## src/design/soc_pkg.sv

```systemverilog
// constants and carrier types of the sensor output control logic
// assumes a 200 MHz system clock and a same-clock register write port
package soc_pkg;

  // timing
  localparam int CLK_MHZ      = 200;
  localparam int GLITCH_NS    = 200;
  localparam int GLITCH_CYC   = (GLITCH_NS * CLK_MHZ) / 1000;
  localparam int STRETCH_US   = 4000;
  localparam int OC_US        = 500;
  localparam int RETRY_US     = 50000;
  localparam int POR_UNIT_US  = 4000;
  localparam int OSC_HZ       = 34000;
  localparam int DUTY_STEPS   = 512;
  localparam int OSC_STEP_CYC = (CLK_MHZ * 1000000) / (OSC_HZ * DUTY_STEPS);

  // power-on delay multiples of the 4 ms unit: 8, 12, 16, 40 ms
  localparam logic [3:0] POR_MULT_0 = 4'h2;
  localparam logic [3:0] POR_MULT_1 = 4'h3;
  localparam logic [3:0] POR_MULT_2 = 4'h4;
  localparam logic [3:0] POR_MULT_3 = 4'hA;

  // register offsets
  localparam logic [5:0] ADDR_MISC     = 6'h12;
  localparam logic [5:0] ADDR_OSC      = 6'h13;
  localparam logic [5:0] ADDR_UPPER    = 6'h14;
  localparam logic [5:0] ADDR_LOWER    = 6'h15;
  localparam logic [5:0] ADDR_POLARITY = 6'h16;
  localparam logic [5:0] ADDR_STATUS   = 6'h17;
  localparam logic [5:0] ADDR_DUTY_MSB = 6'h19;
  localparam logic [5:0] ADDR_DUTY_ONE = 6'h1A;
  localparam logic [5:0] ADDR_DUTY_TWO = 6'h1B;

  // field positions
  localparam int BIT_STRETCH_EN = 1;
  localparam int WIPER_LSB      = 2;
  localparam int BIT_OSC_EN     = 0;
  localparam int BIT_OSC_FL     = 1;
  localparam int BIT_OSC_FH     = 2;
  localparam int BIT_OSC_DRIVE  = 3;
  localparam int POR_LSB        = 6;
  localparam int BIT_CMP_INV    = 0;
  localparam int BIT_STR_POL    = 1;
  localparam int BIT_D1_MSB     = 0;
  localparam int BIT_D2_MSB     = 1;
  localparam int MODE_LSB       = 2;
  localparam int BIT_NC         = 4;
  localparam int BIT_ILIM       = 5;
  localparam int CODE_W         = 6;

  localparam logic [7:0] RST_CFG = 8'h00;

  typedef enum logic [1:0] {
    SOC_HIGH_SIDE = 2'h0,
    SOC_LOW_SIDE  = 2'h1,
    SOC_PUSH_PULL = 2'h2
  } soc_mode_t;

  typedef struct packed {
    logic       en;
    logic [5:0] addr;
    logic [7:0] data;
  } soc_reg_wr_t;

  typedef struct packed {
    logic highOn;
    logic lowOn;
    logic led;
  } soc_drv_t;

endpackage

```

## src/design/soc_sensor_output_control.sv

```systemverilog
// sensor output control: comparator hysteresis, pulse stretcher, driver,
// short-circuit autoretry, indicator, oscillator, duty commit, wiper code
// assumes analog comparators outside, writes from the serial link on clk_sys
`timescale 1ns/100ps

module soc_sensor_output_control #(
  parameter int STRETCH_CYC  = soc_pkg::STRETCH_US * soc_pkg::CLK_MHZ,
  parameter int OC_CYC       = soc_pkg::OC_US * soc_pkg::CLK_MHZ,
  parameter int RETRY_CYC    = soc_pkg::RETRY_US * soc_pkg::CLK_MHZ,
  parameter int POR_UNIT_CYC = soc_pkg::POR_UNIT_US * soc_pkg::CLK_MHZ
) (
  // clock and reset
  input  wire logic                clk_sys,
  input  wire logic                sys_rst,
  // register port from the serial link
  input  wire soc_pkg::soc_reg_wr_t regWr,
  input  wire logic [5:0]          regRdAddr,
  output logic [7:0]               regRdData,
  // analog comparator results, asynchronous
  input  wire logic                aboveUpper,
  input  wire logic                belowLower,
  input  wire logic                overCurrentLow,
  input  wire logic                overCurrentHigh,
  // analog settings
  output logic [5:0]               upperThresholdCode,
  output logic [5:0]               lowerThresholdCode,
  output logic [5:0]               wiperCode,
  output logic                     currentLimitSelect,
  // logic outputs
  output logic                     comparatorLogicOut,
  output soc_pkg::soc_drv_t        driverOut,
  output logic                     oscOut,
  output logic                     oscOeN
);
  import soc_pkg::*;

  typedef enum logic {
    FLT_RUN,
    FLT_OFF
  } soc_fault_t;

  logic [7:0]  miscReg;
  logic [7:0]  oscReg;
  logic [7:0]  upperReg;
  logic [7:0]  lowerReg;
  logic [7:0]  polarityReg;
  logic [7:0]  dutyMsbReg;
  logic [7:0]  dutyOneLowReg;
  logic [7:0]  dutyTwoLowReg;
  logic [8:0]  dutyOneAct_reg;
  logic [8:0]  dutyTwoAct_reg;
  logic [3:0]  syncA_reg;
  logic [3:0]  syncB_reg;
  logic        hyst_reg;
  logic        filt_reg;
  logic [5:0]  glitchCnt_reg;
  logic        stretch_reg;
  logic [19:0] stretchCnt_reg;
  soc_fault_t  fault_reg;
  logic [23:0] faultCnt_reg;
  logic [27:0] porCnt_reg;
  logic        porHold_reg;
  logic [3:0]  stepCnt_reg;
  logic [8:0]  phase_reg;
  logic        oscLevel_reg;
  logic        oscDrive_reg;
  logic        drvActive;
  logic        drvIn;
  logic        overCurrent;
  logic        ocNow;
  logic [8:0]  dutySel;
  logic [27:0] porLimit;
  logic        oscNext;
  logic        oscDriveNext;
  soc_mode_t   drvMode;

  ////////////////////////////////////////////////////////////////////////
  // configuration registers

  always_ff @(posedge clk_sys or posedge sys_rst)
  begin
    if (sys_rst)
    begin
      miscReg       <= RST_CFG;
      oscReg        <= RST_CFG;
      upperReg      <= RST_CFG;
      lowerReg      <= RST_CFG;
      polarityReg   <= RST_CFG;
      dutyMsbReg    <= RST_CFG;
      dutyOneLowReg <= RST_CFG;
      dutyTwoLowReg <= RST_CFG;
    end
    else if (regWr.en)
    begin
      case (regWr.addr)
        ADDR_MISC:     miscReg       <= regWr.data;
        ADDR_OSC:      oscReg        <= regWr.data;
        ADDR_UPPER:    upperReg      <= regWr.data;
        ADDR_LOWER:    lowerReg      <= regWr.data;
        ADDR_POLARITY: polarityReg   <= regWr.data;
        ADDR_DUTY_MSB: dutyMsbReg    <= regWr.data;
        ADDR_DUTY_ONE: dutyOneLowReg <= regWr.data;
        ADDR_DUTY_TWO: dutyTwoLowReg <= regWr.data;
        default:       ;
      endcase
    end
  end

  // low bytes wait in their registers until the msb register is written
  always_ff @(posedge clk_sys or posedge sys_rst)
  begin
    if (sys_rst)
    begin
      dutyOneAct_reg <= {1'b0, RST_CFG};
      dutyTwoAct_reg <= {1'b0, RST_CFG};
    end
    else if (regWr.en && regWr.addr == ADDR_DUTY_MSB)
    begin
      dutyOneAct_reg <= {regWr.data[BIT_D1_MSB], dutyOneLowReg};
      dutyTwoAct_reg <= {regWr.data[BIT_D2_MSB], dutyTwoLowReg};
    end
  end

  always_ff @(posedge clk_sys or posedge sys_rst)
  begin
    if (sys_rst)
      regRdData <= 8'h00;
    else
    begin
      case (regRdAddr)
        ADDR_MISC:     regRdData <= miscReg;
        ADDR_OSC:      regRdData <= oscReg;
        ADDR_UPPER:    regRdData <= {2'h0, upperReg[CODE_W-1:0]};
        ADDR_LOWER:    regRdData <= {2'h0, lowerReg[CODE_W-1:0]};
        ADDR_POLARITY: regRdData <= polarityReg;
        ADDR_STATUS:   regRdData <= {4'h0, porHold_reg, fault_reg == FLT_OFF,
                                     drvActive, comparatorLogicOut};
        ADDR_DUTY_MSB: regRdData <= dutyMsbReg;
        ADDR_DUTY_ONE: regRdData <= dutyOneLowReg;
        ADDR_DUTY_TWO: regRdData <= dutyTwoLowReg;
        default:       regRdData <= 8'h00;
      endcase
    end
  end

  // codes for the reference DACs, wiper and current limit
  assign upperThresholdCode = upperReg[CODE_W-1:0];
  assign lowerThresholdCode = lowerReg[CODE_W-1:0];
  assign wiperCode          = miscReg[WIPER_LSB +: CODE_W];
  assign currentLimitSelect = dutyMsbReg[BIT_ILIM];

  ////////////////////////////////////////////////////////////////////////
  // input synchronisers

  always_ff @(posedge clk_sys or posedge sys_rst)
  begin
    if (sys_rst)
    begin
      syncA_reg <= 4'h0;
      syncB_reg <= 4'h0;
    end
    else
    begin
      syncA_reg <= {overCurrentHigh, overCurrentLow, belowLower, aboveUpper};
      syncB_reg <= syncA_reg;
    end
  end

  ////////////////////////////////////////////////////////////////////////
  // comparator hysteresis

  always_ff @(posedge clk_sys or posedge sys_rst)
  begin
    if (sys_rst)
      hyst_reg <= 1'b0;
    else if (syncB_reg[0])
      hyst_reg <= 1'b1;
    else if (syncB_reg[1])
      hyst_reg <= 1'b0;
  end

  // taken from the hysteresis state, ahead of the stretcher
  assign comparatorLogicOut = hyst_reg ^ polarityReg[BIT_CMP_INV];

  ////////////////////////////////////////////////////////////////////////
  // glitch filter and pulse stretcher

  always_ff @(posedge clk_sys or posedge sys_rst)
  begin
    if (sys_rst)
    begin
      filt_reg      <= 1'b0;
      glitchCnt_reg <= 6'h00;
    end
    else if (hyst_reg == filt_reg)
      glitchCnt_reg <= 6'h00;
    else if (glitchCnt_reg == 6'(GLITCH_CYC - 1))
    begin
      filt_reg      <= hyst_reg;
      glitchCnt_reg <= 6'h00;
    end
    else
      glitchCnt_reg <= glitchCnt_reg + 6'h01;
  end

  // stretch_reg holds the pulse active high; drvIn puts back the stretched polarity
  always_ff @(posedge clk_sys or posedge sys_rst)
  begin
    if (sys_rst)
    begin
      stretch_reg    <= 1'b0;
      stretchCnt_reg <= 20'h00000;
    end
    else if ((filt_reg ^ polarityReg[BIT_STR_POL]) && !stretch_reg)
    begin
      stretch_reg    <= 1'b1;
      stretchCnt_reg <= 20'(STRETCH_CYC - 1);
    end
    else if (stretchCnt_reg != 20'h00000)
      stretchCnt_reg <= stretchCnt_reg - 20'h00001;
    else if (!(filt_reg ^ polarityReg[BIT_STR_POL]))
      stretch_reg <= 1'b0;
  end

  assign drvIn = miscReg[BIT_STRETCH_EN] ?
                 (stretch_reg ^ polarityReg[BIT_STR_POL]) : hyst_reg;

  ////////////////////////////////////////////////////////////////////////
  // short-circuit autoretry

  assign overCurrent = currentLimitSelect ? syncB_reg[3] : syncB_reg[2];
  assign ocNow       = overCurrent && fault_reg == FLT_RUN;

  always_ff @(posedge clk_sys or posedge sys_rst)
  begin
    if (sys_rst)
    begin
      fault_reg    <= FLT_RUN;
      faultCnt_reg <= 24'h000000;
    end
    else
    begin
      case (fault_reg)
        FLT_RUN:
        begin
          if (!ocNow)
            faultCnt_reg <= 24'h000000;
          else if (faultCnt_reg == 24'(OC_CYC - 1))
          begin
            fault_reg    <= FLT_OFF;
            faultCnt_reg <= 24'h000000;
          end
          else
            faultCnt_reg <= faultCnt_reg + 24'h000001;
        end
        FLT_OFF:
        begin
          if (faultCnt_reg == 24'(RETRY_CYC - 1))
          begin
            fault_reg    <= FLT_RUN;
            faultCnt_reg <= 24'h000000;
          end
          else
            faultCnt_reg <= faultCnt_reg + 24'h000001;
        end
        default:
        begin
          fault_reg    <= FLT_RUN;
          faultCnt_reg <= 24'h000000;
        end
      endcase
    end
  end

  ////////////////////////////////////////////////////////////////////////
  // power-on indicator hold

  always_comb
  begin
    case (oscReg[POR_LSB +: 2])
      2'h0:    porLimit = 28'(POR_UNIT_CYC) * 28'(POR_MULT_0);
      2'h1:    porLimit = 28'(POR_UNIT_CYC) * 28'(POR_MULT_1);
      2'h2:    porLimit = 28'(POR_UNIT_CYC) * 28'(POR_MULT_2);
      default: porLimit = 28'(POR_UNIT_CYC) * 28'(POR_MULT_3);
    endcase
  end

  always_ff @(posedge clk_sys or posedge sys_rst)
  begin
    if (sys_rst)
    begin
      porCnt_reg  <= 28'h0000000;
      porHold_reg <= 1'b1;
    end
    else if (porHold_reg)
    begin
      if (porCnt_reg >= porLimit - 28'h0000001)
        porHold_reg <= 1'b0;
      else
        porCnt_reg <= porCnt_reg + 28'h0000001;
    end
  end

  ////////////////////////////////////////////////////////////////////////
  // driver and indicator

  assign drvMode   = soc_mode_t'(dutyMsbReg[MODE_LSB +: 2]);
  assign drvActive = (drvIn ^ dutyMsbReg[BIT_NC]) && fault_reg == FLT_RUN;

  always_ff @(posedge clk_sys or posedge sys_rst)
  begin
    if (sys_rst)
      driverOut <= '0;
    else
    begin
      driverOut.led <= drvActive && !porHold_reg;
      case (drvMode)
        SOC_HIGH_SIDE:
        begin
          driverOut.highOn <= drvActive;
          driverOut.lowOn  <= 1'b0;
        end
        SOC_LOW_SIDE:
        begin
          driverOut.highOn <= 1'b0;
          driverOut.lowOn  <= drvActive;
        end
        default:
        begin
          driverOut.highOn <= drvActive;
          driverOut.lowOn  <= !drvActive && fault_reg == FLT_RUN;
        end
      endcase
    end
  end

  ////////////////////////////////////////////////////////////////////////
  // oscillator

  assign dutySel = hyst_reg ? dutyOneAct_reg : dutyTwoAct_reg;

  always_ff @(posedge clk_sys or posedge sys_rst)
  begin
    if (sys_rst)
    begin
      stepCnt_reg <= 4'h0;
      phase_reg   <= 9'h000;
    end
    else if (stepCnt_reg == 4'(OSC_STEP_CYC - 1))
    begin
      stepCnt_reg <= 4'h0;
      phase_reg   <= phase_reg + 9'h001;
    end
    else
      stepCnt_reg <= stepCnt_reg + 4'h1;
  end

  always_comb
  begin
    if (oscReg[BIT_OSC_FH])
      oscNext = 1'b1;
    else if (oscReg[BIT_OSC_FL])
      oscNext = 1'b0;
    else
      oscNext = phase_reg < dutySel;
    if (!oscReg[BIT_OSC_EN])
      oscDriveNext = 1'b0;
    else if (oscReg[BIT_OSC_DRIVE])
      oscDriveNext = 1'b1;
    else
      oscDriveNext = !oscNext;
  end

  always_ff @(posedge clk_sys or posedge sys_rst)
  begin
    if (sys_rst)
    begin
      oscLevel_reg <= 1'b0;
      oscDrive_reg <= 1'b0;
    end
    else
    begin
      oscLevel_reg <= oscNext && oscReg[BIT_OSC_EN];
      oscDrive_reg <= oscDriveNext;
    end
  end

  assign oscOut = oscLevel_reg;
  assign oscOeN = !oscDrive_reg;

endmodule

```

## config.mk

```make
export PLATFORM = sky130hd
export DESIGN_NAME = soc_sensor_output_control
export DESIGN_NICKNAME = d
export VERILOG_FILES = /design/src/design/soc_pkg.sv /design/src/design/soc_sensor_output_control.sv
export SDC_FILE = /design/constraint.sdc
export NUM_CORES = 1
export LEC_CHECK = 0
export ABC_AREA = 1
export BUFFER_PORTS_ARGS = -buffer_cell sky130_fd_sc_hd__buf_2
export CAP_MARGIN = 25
export CELL_PAD_IN_SITES_DETAIL_PLACEMENT = 0
export CELL_PAD_IN_SITES_GLOBAL_PLACEMENT = 1
export CORE_MARGIN = 4
export CORE_UTILIZATION = 43
export DETAILED_ROUTE_END_ITERATION = 8
export PLACE_DENSITY = 0.83
export SETUP_SLACK_MARGIN = 0.05
export SYNTH_ARGS = -nofsm -noshare
export SYNTH_HDL_FRONTEND = slang
export SYNTH_SLANG_ARGS = --single-unit
```

## constraint.sdc

```tcl
create_clock -name clk_sys -period 19.58 [get_ports clk_sys]
set_input_delay 2.937 -clock clk_sys [delete_from_list [all_inputs] [get_ports clk_sys]]
set_output_delay 2.937 -clock clk_sys [all_outputs]
set_load 0.005 [all_outputs]
```

==> results of run 1 <==
==> power groups by stage <==
stage / logic (mW) / registers (mW) / clock network [mW]
2_1_floorplan: 0.102 / 0.472 / 0
3_3_place_gp: 0.132 / 0.481 / 0
3_5_place_dp: 0.137 / 0.482 / 0
4_1_cts: 0.137 / 0.475 / 0.372
5_1_grt: 0.160 / 0.481 / 0.388
6_report: 0.135 / 0.475 / 0.365
==> through the flow <==
stage | utilization | hold slack [ns] | total power, mW | area, um^2
finish | 0.490 | 0.355 | 0.974 | 11600
global route | 0.490 | 0.363 | 1.03 | 11600
CTS | 0.490 | 0.356 | 0.984 | 11600
detailed placement | 0.463 | 0.336 | 0.618 | 10900
global placement | 0.463 | 0.334 | 0.613 | 10900
floorplan | - | 0.331 | 0.574 | 10400
==> worst min path at each step <==
stage / start / to / slack [ns] / cells past startpoint
3_3_place_gp: syncA_reg[2] / syncB_reg[2] / 0.33 / 0
4_1_cts: syncA_reg[3] / syncB_reg[3] / 0.36 / 0
3_5_place_dp: syncA_reg[3] / syncB_reg[3] / 0.34 / 0
5_1_grt: syncA_reg[3] / syncB_reg[3] / 0.36 / 0
6_report: syncA_reg[2] / syncB_reg[2] / 0.36 / 0
2_1_floorplan: syncA_reg[0] / syncB_reg[0] / 0.33 / 0
==> layer usage <==
metal / wire length (um) / track usage / vias up
met5: 0 / 0 / -
met4: 462 / 0.0652 / 0
met3: 895 / 0.0260 / 34
met2: 11400 / 0.306 / 169
met1: 12000 / 0.280 / 4079
li1: - / - / 4413
==> placed cells by master (no fill, tap or decap), drive strengths merged <==
master and count:
nand3b 11, a211oi 1, o21ai 92, o22ai 9, conb 2, a21oi 17
nor3b 1, and3 1, nor3 18, xor2 25, a22oi 1, ha 36
nor2 189, nand2 421, xnor2 18, clkbuf 17, clkinv 9, nand4 38
o31ai 1, mux2 2, dfstp 1, o211ai 3, o21bai 2, mux2i 6
nand3 78, buf 62, inv 164, or2 1, nand2b 1, dfrtp 192
==> critical path, cell delays in order (launching register included) <==
cell and delay [ns]:
dfrtp_1 0.70, inv_1 0.21, or2_2 0.33, nand2_1 0.08, buf_2 0.11
==> cell type report <==
| type | instances | area [um^2] | area share |
|---|---|---|---|
| clock buffers | 17 | 425 | 0.0368 |
| clock inverters | 15 | 209 | 0.0181 |
| inverters | 158 | 603 | 0.0521 |
| multi-input cells | 974 | 4780 | 0.414 |
| flip-flops and latches | 193 | 4830 | 0.418 |
| well taps | 319 | 399 | 0.0345 |
| repair buffers | 62 | 318 | 0.0275 |
==> cells by family (layout without fill, tap and decap cells) <==
group                    count (synthesis)  in the layout  synth area share
adder cells (fa/ha/maj)                 36             36            0.0434
XOR/XNOR                                43             43            0.0363
buffers and inverters                  189            252            0.0738
AO/OA/AOI/OAI                          126            126            0.0638
AND/OR/NAND/NOR                        759            759             0.309
flip-flops                             193            193             0.466
other                                    1              2          0.000361
multiplexers                             8              8           0.00796
==> flow_summary.ini, run 1 <==
[synthesis]
synth_cells = 1355
synth_seq_cells = 193
synth_area_um2 = 10400
async_reset_ff_frac = 1.00
synth_ff_type = dfrtp_1
yosysMostFrequentCell = nand2_1
yosys-top-cells-count = 418 x nand2_1, 192 x dfrtp_1, 178 x nor2_1
netlist_top_cells_area = dfrtp_1 46%, nand2_1 15%, nor2_1 6.4%, inv_1 5.6%, o21ai_0 4.4%
postSynthAreaPerCell_um2 = 7.66
synth_top_area_frac = 0.463
synth_cell_types = 42
synth_edf_count = 0
synth_area_leader_cell = dfrtp_1
yosys_warnings = 0
yosysSeqAreaShare = 0.466

[sta]
period_minus_slack_ns = 4.81
worst_slack_ns = 14.77
setup_viol = 0
slew_headroom = 0.416
timing.fmax_mhz = 208
slew_violations = 0
max_slew.worst_pin.slew_ns = 0.873
grt_setup_unrepaired = no
fin_crit_sh = 0.246
skew_ns = 0.0117
finalHoldViolCount = 0
tns_ns = 0

[critical_path]
worst_r2r_startpoint = oscReg[6]
timing.critical_path.from_type = flop
rr_worst_depth = 15
worstSetupEndpoint = comparatorLogicOut
worst-r2r-setup-slack_ns = 16.50
critPathMaxFanout = 13
path_class = flop to output pin
required_ns = 16.64
startpoint = hyst_reg
cp.arrival_ns = 1.87
rr_endpoint = porCnt_reg[23]
end_kind = output pin

[global_routing]
antenna_found_initial = 0
grt_start_max_net_pins = 125
grt_use_total = 0.195
grt_pass1_wl_mm = 41.8
grt_pass1_vias = 8366
grt_overflow = 0

[detailed_routing]
drc = 0
via_per_inst = 5.00
postRouteAntennaNets = 0
via_count = 8695
drt-total-wl_mm = 24.8
first_pass_iters = 5
drtIter0Drc = 577
wl_per_cell_um = 14.3

[floorplan]
start_util = 0.439
die_area_um2 = 26700
io_pins = 60
rows = 56
die_w_um = 163
core_um2 = 23600
die-height_um = 163

[final_layout]
antenna_cells = 0
syn2layout_area_growth_pct = 11.5
final_nets = 1469
fillers = 2325
drive_above_1_share = 0.0846
instances_no_fill = 1738
largest_reg_flops = 28

[clock_network]
cts_sinks = 193
numCtsBuffers = 17
cts.repair.resized = 0
clock_path_buffers = 2
cts.reportedPaths.clkPinSlew_ns = 0.08
postCtsSetupBuffers = 0
cts_hold_buf = 0
clk_latency_ns = 0.45
htree_levels = 4
tritoncts = built
root_buffer = clkbuf_16

[power]
p_seq_frac = 0.487
pwr-share-clk = 0.375
p_switching_mw = 0.306
p_comb_frac = 0.138
switching_share = 0.314
irDropWorstVdd_v = 0.0000466
p_per_area_nw_per_um2 = 84.2
p_int_mw = 0.668
leakagePower_nw = 5.75

[run_status]
outcome = finished clean

[place]
dp.cells = 1706
port_buffers = 59
detailed_place_hpwl_mm = 17.9
gp_congestion = 0.886
pre_cts_ws_ns = 14.87

[min_path]
hp-class = flop to flop

[run]
maxCapViolCount = 0
No activity file was read; power rests on OpenSTA's default activity.
==> inputs of run 2 (changes only) <==
Clock period 19.58 ns to 4.9 ns, I/O delays scaled along.
==> run 2 against run 1 <==
  * Global-route usage fell by 0.27 points
  * Clock power rose to 4.0 times the previous value
  * Cell area barely moved
  * First-iteration DRC count fell by 3.6%
  * Clock skew rose by 0.0080 ns
  * Non-clock buffer count rose by 1
  * Power rose to 4.0 times the previous value
  * Critical path depth rose by 11
  * Register-to-register slack got worse by 15 ns
  * Combinational power rose to 4.0 times the previous value
  * Critical endpoint is now porCnt_reg[15]
  * Largest cell class unchanged
==> flow_summary.ini, run 2 (synthesized netlist as in run 1, its figures left out) <==
[place]
dp.cells = 1706
placed_area_um2 = 10900
port_buffers = 59
gp_congestion = 0.897
detailed_place_hpwl_mm = 18.1

[power]
leakagePower_nw = 5.75
pwr-share-clk = 0.374
p_switching_mw = 1.21
switching_share = 0.312
power_mw = 3.88
p_comb_frac = 0.139
p_seq_frac = 0.487
irDropWorstVdd_v = 0.000168
p_int_mw = 2.67
p_per_area_nw_per_um2 = 335

[clock_network]
numCtsBuffers = 17
cts_sinks = 193
tritoncts = built
clock_path_buffers = 2
root_buffer = clkbuf_16
cts.repair.resized = 0
htree_levels = 4
cts.reportedPaths.clkPinSlew_ns = 0.09
cts_hold_buf = 0
clk_latency_ns = 0.45
postCtsSetupBuffers = 0

[critical_path]
required_ns = 5.29
crit_path_frequent_cell = nand2_1
timing.critical_path.from_type = flop
critPathTopFamily = simple AND/OR/NAND/NOR gates
crit_chain = inv_1 > ha_1 > nor2_1 > nand2_1 > xor2_1 > ha_1 > nand2_1 > inv_1 > a21oi_1 > nand2_2 > nand2_4 > nand2_1 > nor2_2 > nand2_1 > nand2_1
crit_buf_inv = 2
path_class = flop to flop
critPathMaxFanout = 15
cpPeakStageDelay_ns = 0.49
cp.arrival_ns = 3.31
critPathSlowestCell = dfrtp_1
end_kind = flop

[final_layout]
final_nets = 1470
mostFrequentLayoutCells = 418 x nand2_1, 192 x dfrtp_1, 178 x nor2_1
fin_area_um2 = 11600
final_common_cell = nand2_1
syn2layout_area_growth_pct = 11.6
instances_no_fill = 1739
largest_reg_flops = 28
antenna_cells = 0
drive_above_1_share = 0.0852

[floorplan]
rows = 56
core_um2 = 23600
die_area_um2 = 26700
die-height_um = 163
io_pins = 60
start_util = 0.439
die_w_um = 163

[min_path]
hp-class = primary input to async pin

[global_routing]
grt_use_total = 0.192
grt_start_max_net_pins = 127
antenna_found_initial = 0
grt_overflow = 0
grt_pass1_vias = 8247
grt_pass1_wl_mm = 41.3

[detailed_routing]
drtIter0Drc = 556
drt-total-wl_mm = 24.6
drc = 0
via_per_inst = 4.95
first_pass_iters = 5
postRouteAntennaNets = 0
wl_per_cell_um = 14.2
via_count = 8600

[run_status]
outcome = finished clean

[sta]
tns_ns = 0
finalHoldViolCount = 0
period_minus_slack_ns = 2.93
setup_viol = 0
hold_slack_ns = 0.322
fin_crit_sh = 0.597
slew_headroom = 0.386
grt_setup_unrepaired = no
max_slew.worst_pin.slew_ns = 0.917
skew_ns = 0.0197
slew_violations = 0
timing.fmax_mhz = 342

[run]
maxCapViolCount = 0
-- run 2: worst paths after layout --
kind / slack, ns / cells after the start / to / from
min in group clk_sys: 0.35 / 0 / syncB_reg[1] / syncA_reg[1]
worst min-delay path: 0.32 / 3 / porCnt_reg[18] / sys_rst
worst min register to register: 0.35 / 0 / syncB_reg[1] / syncA_reg[1]
worst max register to register: 1.97 / 15 / porCnt_reg[15] / oscReg[6]
worst max-delay path: 1.97 / 15 / porCnt_reg[15] / oscReg[6]
max in group asynchronous: 3.61 / 4 / dutyTwoLowReg[4] / sys_rst
-- run 2: final cells by class --
class,count,area (um^2)
Tap cell,319,399
Sequential cell,193,4830
Inverter,158,599
Clock inverter,15,190
Fill cell,2428,12000
Clock buffer,17,425
Timing Repair Buffer,63,350
Multi-Input combinational cell,974,4780
-- run 2: layer usage --
layer,GRT usage,up-vias,wire length [um],part of all wire
li1,-,4395,-,-
met1,0.270,4050,12000,0.49
met2,0.307,130,11500,0.47
met3,0.0343,25,809,0.033
met4,0.0538,0,371,0.015
met5,0,-,0,0
-- run 2: power by group through the flow --
stage	Combinational, mW	Sequential, mW	Clock, mW
floorplan	0.406	1.89	0
global placement	0.530	1.92	0
detailed placement	0.542	1.92	0
CTS	0.547	1.89	1.49
global route	0.637	1.92	1.55
finish	0.540	1.89	1.45
-- run 2: stage by stage --
stage	setup WS [ns]	utilization
finish	1.97	0.490
global route	1.62	0.490
CTS	1.92	0.490
detailed placement	1.96	0.463
global placement	2.04	0.463
floorplan	1.68	-
-- run 2: worst register-to-register path, cell delays in order, from the launching register on --
cell     delay, ns
dfrtp_1       0.49
inv_1         0.14
ha_1          0.35
nor2_1        0.11
nand2_1       0.07
xor2_1        0.16
ha_1          0.29
nand2_1       0.08
inv_1         0.04
a21oi_1       0.17
nand2_2       0.09
nand2_4       0.16
nand2_1       0.10
nor2_2        0.46
nand2_1       0.11
nand2_1       0.08
